[config.mk]
export PLATFORM = sky130hd
export DESIGN_NAME = rtaar_alias_remap
export DESIGN_NICKNAME = d
export VERILOG_FILES = /design/src/logic/rtaar_pkg.sv /design/src/logic/rtaar_alias_remap.sv /design/src/logic/rtaar_port_regs.sv
export SDC_FILE = /design/constraint.sdc
export NUM_CORES = 1
export LEC_CHECK = 0
export ABC_CLOCK_PERIOD_IN_PS = 6600
export BUFFER_PORTS_ARGS = -buffer_cell sky130_fd_sc_hd__buf_4
export CAP_MARGIN = 20
export CORE_AREA = 2 2 308 188
export CTS_CLUSTER_DIAMETER = 30
export DETAILED_ROUTE_END_ITERATION = 10
export DIE_AREA = 0 0 310 190
export PLACE_DENSITY = 0.66
export SYNTH_ARGS = -nofsm -noshare
export SYNTH_HDL_FRONTEND = slang
export SYNTH_SLANG_ARGS = --single-unit
[constraint.sdc]
create_clock -name clock -period 6.6 [get_ports clock]
set_input_delay 0.66 -clock clock [delete_from_list [all_inputs] [get_ports clock]]
set_output_delay 0.66 -clock clock [all_outputs]
set_load 0.005 [all_outputs]
[src/logic/rtaar_pkg.sv]
package rtaar_pkg;
  // ------------------------------------------------------------
  // Register offsets
  // ------------------------------------------------------------
  localparam logic [7:0] PHYS_BASE_OFS = 8'h5d;
  localparam logic [7:0] ALIAS_BASE_OFS = 8'h65;
  localparam logic [7:0] PORT_SEL_OFS = 8'h4c;
  localparam logic [7:0] PHYS_SLOT6_OFS = 8'h63;
  localparam logic [7:0] PHYS_SLOT7_OFS = 8'h64;
  localparam logic [7:0] ALIAS_SLOT0_OFS = 8'h65;
  localparam logic [7:0] ALIAS_SLOT1_OFS = 8'h66;
  // ------------------------------------------------------------
  // Fields and reset values
  // ------------------------------------------------------------
  localparam int ADDR_FIELD_LSB = 1;
  localparam int ADDR_FIELD_MSB = 7;
  localparam int AUTO_ACK_BIT = 0;
  localparam logic [7:0] SLOT_RESET = 8'h00;
  localparam logic [7:0] PORT_SEL_RESET = 8'h00;
  localparam logic [6:0] ALIAS_DISABLED = 7'h00;
endpackage : rtaar_pkg

[src/logic/rtaar_alias_remap.sv]
`timescale 1ns/1ps
// Function
// RQ1: Physical slot bits 7:1 replace the address of a matched transaction.
// RQ2: Alias slot bits 7:1 compared with each incoming local address.
// RQ3: Alias slot n remaps to physical slot n.
// RQ4: Alias field zero disables the slot; no match, no access.
// RQ5: Alias bit 0 set acknowledges writes regardless of lock or remote ack.
// RQ6: Port select at 0x4c picks which port copy the registers reach.
// RQ7: All slot registers reset to 0x00.
// RQ8: Eight slot pairs per port, all compared in parallel.
module rtaar_alias_remap #(
  parameter int PORTS = 4,
  parameter int SLOTS = 8
) (
  input wire logic clock,
  input wire logic reset,
  input wire logic reg_wr,
  input wire logic reg_rd,
  input wire logic [7:0] reg_addr,
  input wire logic [7:0] reg_wdata,
  output logic [7:0] reg_rdata,
  output logic reg_hit,
  input wire logic addr_valid,
  input wire logic [1:0] addr_port,
  input wire logic [6:0] addr_in,
  input wire logic addr_is_read,
  input wire logic fwd_locked,
  input wire logic remote_ack,
  output logic fwd_valid,
  output logic [6:0] fwd_addr,
  output logic fwd_is_read,
  output logic [2:0] fwd_slot,
  output logic local_ack
);
  if (PORTS < 1 || PORTS > 4 || SLOTS != 8)
  begin : g_bad_params
    $error("unsupported PORTS or SLOTS");
  end

  // ------------------------------------------------------------
  // State
  // ------------------------------------------------------------
  typedef struct packed {
    logic [7:0] port_sel;
    logic [7:0] rdata;
    logic fwd_valid;
    logic [6:0] fwd_addr;
    logic fwd_is_read;
    logic [2:0] fwd_slot;
    logic auto_ack;
  } rtaar_state_t;

  rtaar_state_t state_ff;
  rtaar_state_t nxt_state;

  logic [PORTS-1:0][SLOTS*8-1:0] phys_all;
  logic [PORTS-1:0][SLOTS*8-1:0] alias_all;
  logic [1:0] sel_port;
  logic is_phys;
  logic is_alias;
  logic [2:0] reg_slot;

  // ------------------------------------------------------------
  // Decode
  // ------------------------------------------------------------
  assign sel_port = state_ff.port_sel[1:0]; // [RQ6]
  assign is_phys = reg_addr == rtaar_pkg::PHYS_SLOT6_OFS || reg_addr == rtaar_pkg::PHYS_SLOT7_OFS;
  assign is_alias = reg_addr == rtaar_pkg::ALIAS_SLOT0_OFS
                    || reg_addr == rtaar_pkg::ALIAS_SLOT1_OFS;
  always_comb
  begin
    reg_slot = 3'h0;
    if (is_phys)
    begin
      reg_slot = 3'(reg_addr - rtaar_pkg::PHYS_BASE_OFS);
    end
    else if (is_alias)
    begin
      reg_slot = 3'(reg_addr - rtaar_pkg::ALIAS_BASE_OFS);
    end
  end
  assign reg_hit = is_phys || is_alias || reg_addr == rtaar_pkg::PORT_SEL_OFS;

  // ------------------------------------------------------------
  // Per port slot storage
  // ------------------------------------------------------------
  for (genvar p = 0; p < PORTS; p++)
  begin : g_port
    rtaar_port_regs #(
      .SLOTS(SLOTS)
    ) u_regs (
      .clock(clock),
      .reset(reset),
      .wr_phys(reg_wr && is_phys && sel_port == 2'(p)), // [RQ6]
      .wr_alias(reg_wr && is_alias && sel_port == 2'(p)), // [RQ6]
      .slot(reg_slot),
      .wdata(reg_wdata),
      .phys_flat(phys_all[p]),
      .alias_flat(alias_all[p])
    );
  end

  // ------------------------------------------------------------
  // Match and remap
  // ------------------------------------------------------------
  logic [SLOTS-1:0] hit_vec;
  logic [7:0] hit_alias;
  logic [7:0] hit_phys;
  logic [2:0] hit_slot;
  logic any_hit;
  logic [SLOTS*8-1:0] port_alias;
  logic [SLOTS*8-1:0] port_phys;

  assign port_alias = alias_all[addr_port];
  assign port_phys = phys_all[addr_port];

  always_comb
  begin
    hit_vec = '0;
    hit_alias = 8'h00;
    hit_phys = 8'h00;
    hit_slot = 3'h0;
    for (int s = 0; s < SLOTS; s++)
    begin
      hit_vec[s] = port_alias[s*8+1 +: 7] != rtaar_pkg::ALIAS_DISABLED // [RQ4]
                   && port_alias[s*8+1 +: 7] == addr_in; // [RQ2] [RQ8]
    end
    for (int s = SLOTS - 1; s >= 0; s--)
    begin
      if (hit_vec[s])
      begin
        hit_alias = port_alias[s*8 +: 8];
        hit_phys = port_phys[s*8 +: 8]; // [RQ3]
        hit_slot = 3'(s);
      end
    end
  end
  assign any_hit = |hit_vec;

  always_comb
  begin
    nxt_state = state_ff;
    nxt_state.fwd_valid = 1'b0;
    nxt_state.auto_ack = 1'b0;
    if (reg_wr && reg_addr == rtaar_pkg::PORT_SEL_OFS)
    begin
      nxt_state.port_sel = reg_wdata; // [RQ6]
    end
    if (reg_rd)
    begin
      if (reg_addr == rtaar_pkg::PORT_SEL_OFS)
      begin
        nxt_state.rdata = state_ff.port_sel;
      end
      else if (is_phys)
      begin
        nxt_state.rdata = phys_all[sel_port][reg_slot*8 +: 8]; // [RQ6]
      end
      else if (is_alias)
      begin
        nxt_state.rdata = alias_all[sel_port][reg_slot*8 +: 8];
      end
      else
      begin
        nxt_state.rdata = 8'h00;
      end
    end
    if (addr_valid && any_hit)
    begin
      nxt_state.fwd_valid = 1'b1;
      nxt_state.fwd_addr = hit_phys[rtaar_pkg::ADDR_FIELD_MSB:rtaar_pkg::ADDR_FIELD_LSB]; // [RQ1]
      nxt_state.fwd_is_read = addr_is_read;
      nxt_state.fwd_slot = hit_slot;
      nxt_state.auto_ack = hit_alias[rtaar_pkg::AUTO_ACK_BIT] && !addr_is_read; // [RQ5]
    end
  end

  always_ff @(posedge clock)
  begin
    if (reset)
    begin
      state_ff <= '{port_sel: rtaar_pkg::PORT_SEL_RESET, default: '0};
    end
    else
    begin
      state_ff <= nxt_state;
    end
  end

  // ------------------------------------------------------------
  // Outputs
  // ------------------------------------------------------------
  assign reg_rdata = state_ff.rdata;
  assign fwd_valid = state_ff.fwd_valid;
  assign fwd_addr = state_ff.fwd_addr;
  assign fwd_is_read = state_ff.fwd_is_read;
  assign fwd_slot = state_ff.fwd_slot;
  assign local_ack = state_ff.auto_ack // [RQ5]
                     || (state_ff.fwd_valid && fwd_locked && remote_ack);

  // ------------------------------------------------------------
  // Checks
  // ------------------------------------------------------------
  AST_REMAP_ADDR: assert property (@(posedge clock) disable iff (reset) // [RQ1]
    addr_valid && any_hit |=> fwd_valid && fwd_addr == $past(hit_phys[7:1]))
    else $error("remapped address wrong");
  AST_NO_HIT_NO_FWD: assert property (@(posedge clock) disable iff (reset) // [RQ2]
    !(addr_valid && any_hit) |=> !fwd_valid)
    else $error("forward without alias match");
  AST_SLOT_INDEX: assert property (@(posedge clock) disable iff (reset) // [RQ3]
    fwd_valid |-> fwd_addr == phys_all[$past(addr_port)][fwd_slot*8+1 +: 7]
    || $past(reg_wr))
    else $error("physical slot index differs from alias slot");
  AST_ZERO_DISABLED: assert property (@(posedge clock) disable iff (reset) // [RQ4]
    addr_in == 7'h00 |-> !any_hit)
    else $error("zero alias matched");
  AST_AUTO_ACK: assert property (@(posedge clock) disable iff (reset) // [RQ5]
    addr_valid && any_hit && hit_alias[0] && !addr_is_read |=> local_ack)
    else $error("auto acknowledge missing");
  AST_NO_AUTO_READ: assert property (@(posedge clock) disable iff (reset) // [RQ5]
    addr_valid && addr_is_read |=> !state_ff.auto_ack)
    else $error("auto acknowledge on read");
  AST_PORT_SEL: assert property (@(posedge clock) disable iff (reset) // [RQ6]
    reg_wr && reg_addr == rtaar_pkg::PORT_SEL_OFS |=> sel_port == $past(reg_wdata[1:0]))
    else $error("port select not stored");
  AST_PARALLEL: assert property (@(posedge clock) disable iff (reset) // [RQ8]
    any_hit |-> port_alias[hit_slot*8+1 +: 7] == addr_in)
    else $error("hit slot does not match address");
endmodule : rtaar_alias_remap

[src/logic/rtaar_port_regs.sv]
`timescale 1ns/1ps
module rtaar_port_regs #(
  parameter int SLOTS = 8
) (
  input wire logic clock,
  input wire logic reset,
  input wire logic wr_phys,
  input wire logic wr_alias,
  input wire logic [2:0] slot,
  input wire logic [7:0] wdata,
  output logic [SLOTS*8-1:0] phys_flat,
  output logic [SLOTS*8-1:0] alias_flat
);
  if (SLOTS < 1 || SLOTS > 8)
  begin : g_bad_slots
    $error("unsupported SLOTS");
  end

  typedef struct packed {
    logic [SLOTS*8-1:0] phys;
    logic [SLOTS*8-1:0] alias_r;
  } rtaar_regs_t;

  rtaar_regs_t state_ff;
  rtaar_regs_t nxt_state;

  always_comb
  begin
    nxt_state = state_ff;
    if (wr_phys)
    begin
      nxt_state.phys[slot*8 +: 8] = {wdata[rtaar_pkg::ADDR_FIELD_MSB:rtaar_pkg::ADDR_FIELD_LSB],
                                     1'b0};
    end
    if (wr_alias)
    begin
      nxt_state.alias_r[slot*8 +: 8] = wdata;
    end
  end

  always_ff @(posedge clock)
  begin
    if (reset)
    begin
      state_ff.phys <= {SLOTS{rtaar_pkg::SLOT_RESET}}; // [RQ7]
      state_ff.alias_r <= {SLOTS{rtaar_pkg::SLOT_RESET}}; // [RQ7]
    end
    else
    begin
      state_ff <= nxt_state;
    end
  end

  assign phys_flat = state_ff.phys;
  assign alias_flat = state_ff.alias_r;

  AST_RESET_CLEARS: assert property (@(posedge clock) // [RQ7]
    reset |=> alias_flat == '0 && phys_flat == '0)
    else $error("slot registers not cleared by reset");
endmodule : rtaar_port_regs

==> impl_metrics.yaml <==
layout:
  layout_commonest_cell: "nor2_1"
  final_cells: 3783
  drive_above_1_share_pct: 17.8
  synthToLayoutAreaGrowth_pct: 13.4
  final_cell_area_mm2: 0.0316
  layout.nets: 2975
  mostFrequentLayoutCells: "nor2_1, dfxtp_1, a21oi_1"
global_route:
  grt_pass1_wl_um: 151000
  grt_pass1_vias: 22804
  grt_usage_pct: 34.5
  grt_max_degree: 112
  grt_antenna_before_repair: 11
  gr-total-overflow: 0
setup_path:
  cp.required_ns: 7.08
  cp-start-kind: "input pin"
  critPathArrivalTime_ns: 5.61
  critPathKind: "in -> reg"
  path_max_fanout: 16
  critPathCaptureType: "flip-flop"
  r2r_cells: 9
placed_design:
  gp_congestion: 0.964
  dp_hpwl_um: 70000
  io_buffers: 54
  placed_area_mm2: 0.0283
  place_ws_ns: 0.983
  place_inst: 3611
detailed_routing:
  viasPerCell: 6.55
  drt_drc_violations_left: 0
  drt-initial-drc-count: 4142
  vias: 24788
  postRouteAntennaNets: 0
  wire_per_inst_um: 27.1
  drt_wl_total_um: 103000
  first_pass_iters: 6
timing:
  min_period_ns: 5.13
  finClkSkew_ns: 0.0341
  relSlewSlack_pct: 21.2
  final.setup.tns_ns: 0
  period_share_pct: 77.7
  tightest_slew_ns: 1.18
  hold_violations: 0
  slew_viol_final: 0
  finalSetupViolations: 0
  worst_slack_ns: 1.47
  max_clock_freq_ghz: 0.195
  rsz0062_at_grt: "false"
clock_tree:
  cts_tree: "built"
  root_buffer: "clkbuf_16"
  cts_setup_buffers: 0
  path_clk_slew_ns: 0.05
  cts-htree-levels: 3
  ctsResizeCount: 0
  cts_inserted_buffers: 89
  clockBufferDepth: 3
  insertion_delay_ns: 0.66
  hold_buffers: 0
  cts.sinks: 509
synth:
  synth_area_mm2: 0.0279
  synth_seq_area_share_pct: 36.6
  async_flop_share_pct: 0
  yosys_register_bits: 509
  ys.flop_type: "dfxtp_1"
  synthCells: 3022
  synth_nets: 3062
  yosys_warnings: 0
  ys_types: 75
  postSynthAreaPerCell_um2: 9.22
  synth_enable_flop_cells: 0
power_and_ir_drop:
  power_density_mw_per_mm2: 266
  leakagePower_nw: 10.6
  peakVddDrop_mv: 0.210
  p_total_w: 0.00840
floorplanning:
  die_area_mm2: 0.0589
  core_mm2: 0.0565
  placementRows: 68
  die_h_um: 190
  initial_core_util_pct: 49.3
  die_w_um: 310
  io_pins: 55
outcome:
  outcome: "finished clean"
run:
  max_cap_violations: 0
hold_path:
  worstHoldPathType: "in -> reg"
  hold_path_depth: 3
## metal layers
metal / global-route usage (%) / vias to the layer above / wire length [µm]
met5: 0 / - / 47
met4: 11.2 / 8 / 3590
met3: 13.0 / 272 / 16100
met2: 45.4 / 1747 / 40100
met1: 51.3 / 12076 / 42700
li1: - / 10685 / -
## flip-flops by register name, indices dropped and copies added, names as in the netlist
signal                    count
fwd_addr                      7
fwd_is_read                   1
fwd_slot                      3
fwd_valid                     1
g_port.u_regs.alias_flat    256
g_port.u_regs.phys_flat     224
reg_rdata                     8
sel_port                      2
state_ff                      7
## critical path, stage by stage
cell	delay [ns]
buf_4	0.17
inv_1	0.27
ha_1	0.29
o31ai_1	0.12
a2111o_1	0.55
nor2_1	0.46
inv_2	0.31
ha_1	0.28
ha_1	0.38
and2_1	0.60
nand2_1	0.49
nor2_2	0.67
mux2i_1	0.28
nor2_1	0.06
## synthesized netlist by cell type, types with 4 or more instances
master | instances | area, µm²
nand2_1 | 207 | 777
buf_2 | 32 | 160
or4_1 | 10 | 75.1
buf_1 | 22 | 82.6
a311oi_1 | 6 | 52.6
mux4_2 | 229 | 5160
mux2i_1 | 237 | 2370
nor2_4 | 5 | 56.3
mux4_1 | 8 | 210
nor2_2 | 18 | 113
inv_1 | 31 | 116
nor2b_1 | 7 | 43.8
nor4b_1 | 5 | 43.8
nor3_1 | 20 | 100
ha_1 | 7 | 87.6
a211oi_1 | 18 | 135
nor4_1 | 33 | 206
nand4_1 | 14 | 87.6
dfxtp_1 | 509 | 10200
and2_1 | 6 | 37.5
buf_4 | 36 | 270
and3_1 | 9 | 56.3
nand2b_1 | 8 | 50.1
o21ai_0 | 41 | 205
o22ai_1 | 10 | 62.6
clkbuf_1 | 172 | 646
a22oi_1 | 7 | 52.6
o211ai_1 | 5 | 37.5
xor2_1 | 34 | 298
a21oi_1 | 333 | 1670
buf_6 | 8 | 90.1
a221oi_1 | 9 | 78.8
nor2_1 | 674 | 2530
or3_1 | 7 | 43.8
mux2_2 | 4 | 45.0
nand3_1 | 132 | 661
xnor2_1 | 31 | 272
a31oi_1 | 17 | 106
## cell type report
class	count	area, µm²
clock inverter	63	837
clock buffer	104	2410
fill	4971	24900
sequential	509	10200
multi-input combinational	2208	16300
tap	770	963
inverter	33	124
antenna	2	5.00
timing repair buffer	94	768
## power breakdown
part / internal, W / leakage [nW] / switching (W)
sequential: 0.00308 / 4.10 / 0.00000259
clock: 0.00318 / 1.55 / 0.00179
combinational: 0.0000987 / 4.95 / 0.000252
## per-stage QoR
stage / util (%) / hold WS (ns)
floorplan: - / 0.436
global placement: 50.1 / 0.445
detailed placement: 50.1 / 0.451
CTS: 55.8 / 0.279
global route: 55.9 / 0.309
finish: 55.9 / 0.290
## cells by family (layout without fill, tap and decap cells)
logic type	count (synthesis)	after routing	share of synthesized area [%]
xor gates and xnor gates	65	65	2.04
DFF	509	509	36.6
and+or+nand+nor	1174	1174	18.1
AOI/OAI and AO/OA	484	484	9.92
buffers and inverters	305	294	5.05
adders and majority gates	7	7	0.314
other	0	2	0
muxes	478	478	27.9
## path summary, 6_finish.rpt
| check | start | end | slack, ns |
|---|---|---|---|
| max | reg_addr[0] | g_port[2].u_regs.alias_flat[19] | 1.47 |
| min | addr_is_read | fwd_is_read | 0.29 |
| max reg2reg | g_port[3].u_regs.alias_flat[27] | state_ff[0] | 2.77 |
| min reg2reg | state_ff[27] | state_ff[27] | 0.46 |
Note: power is estimated with default switching activity, not from simulation.
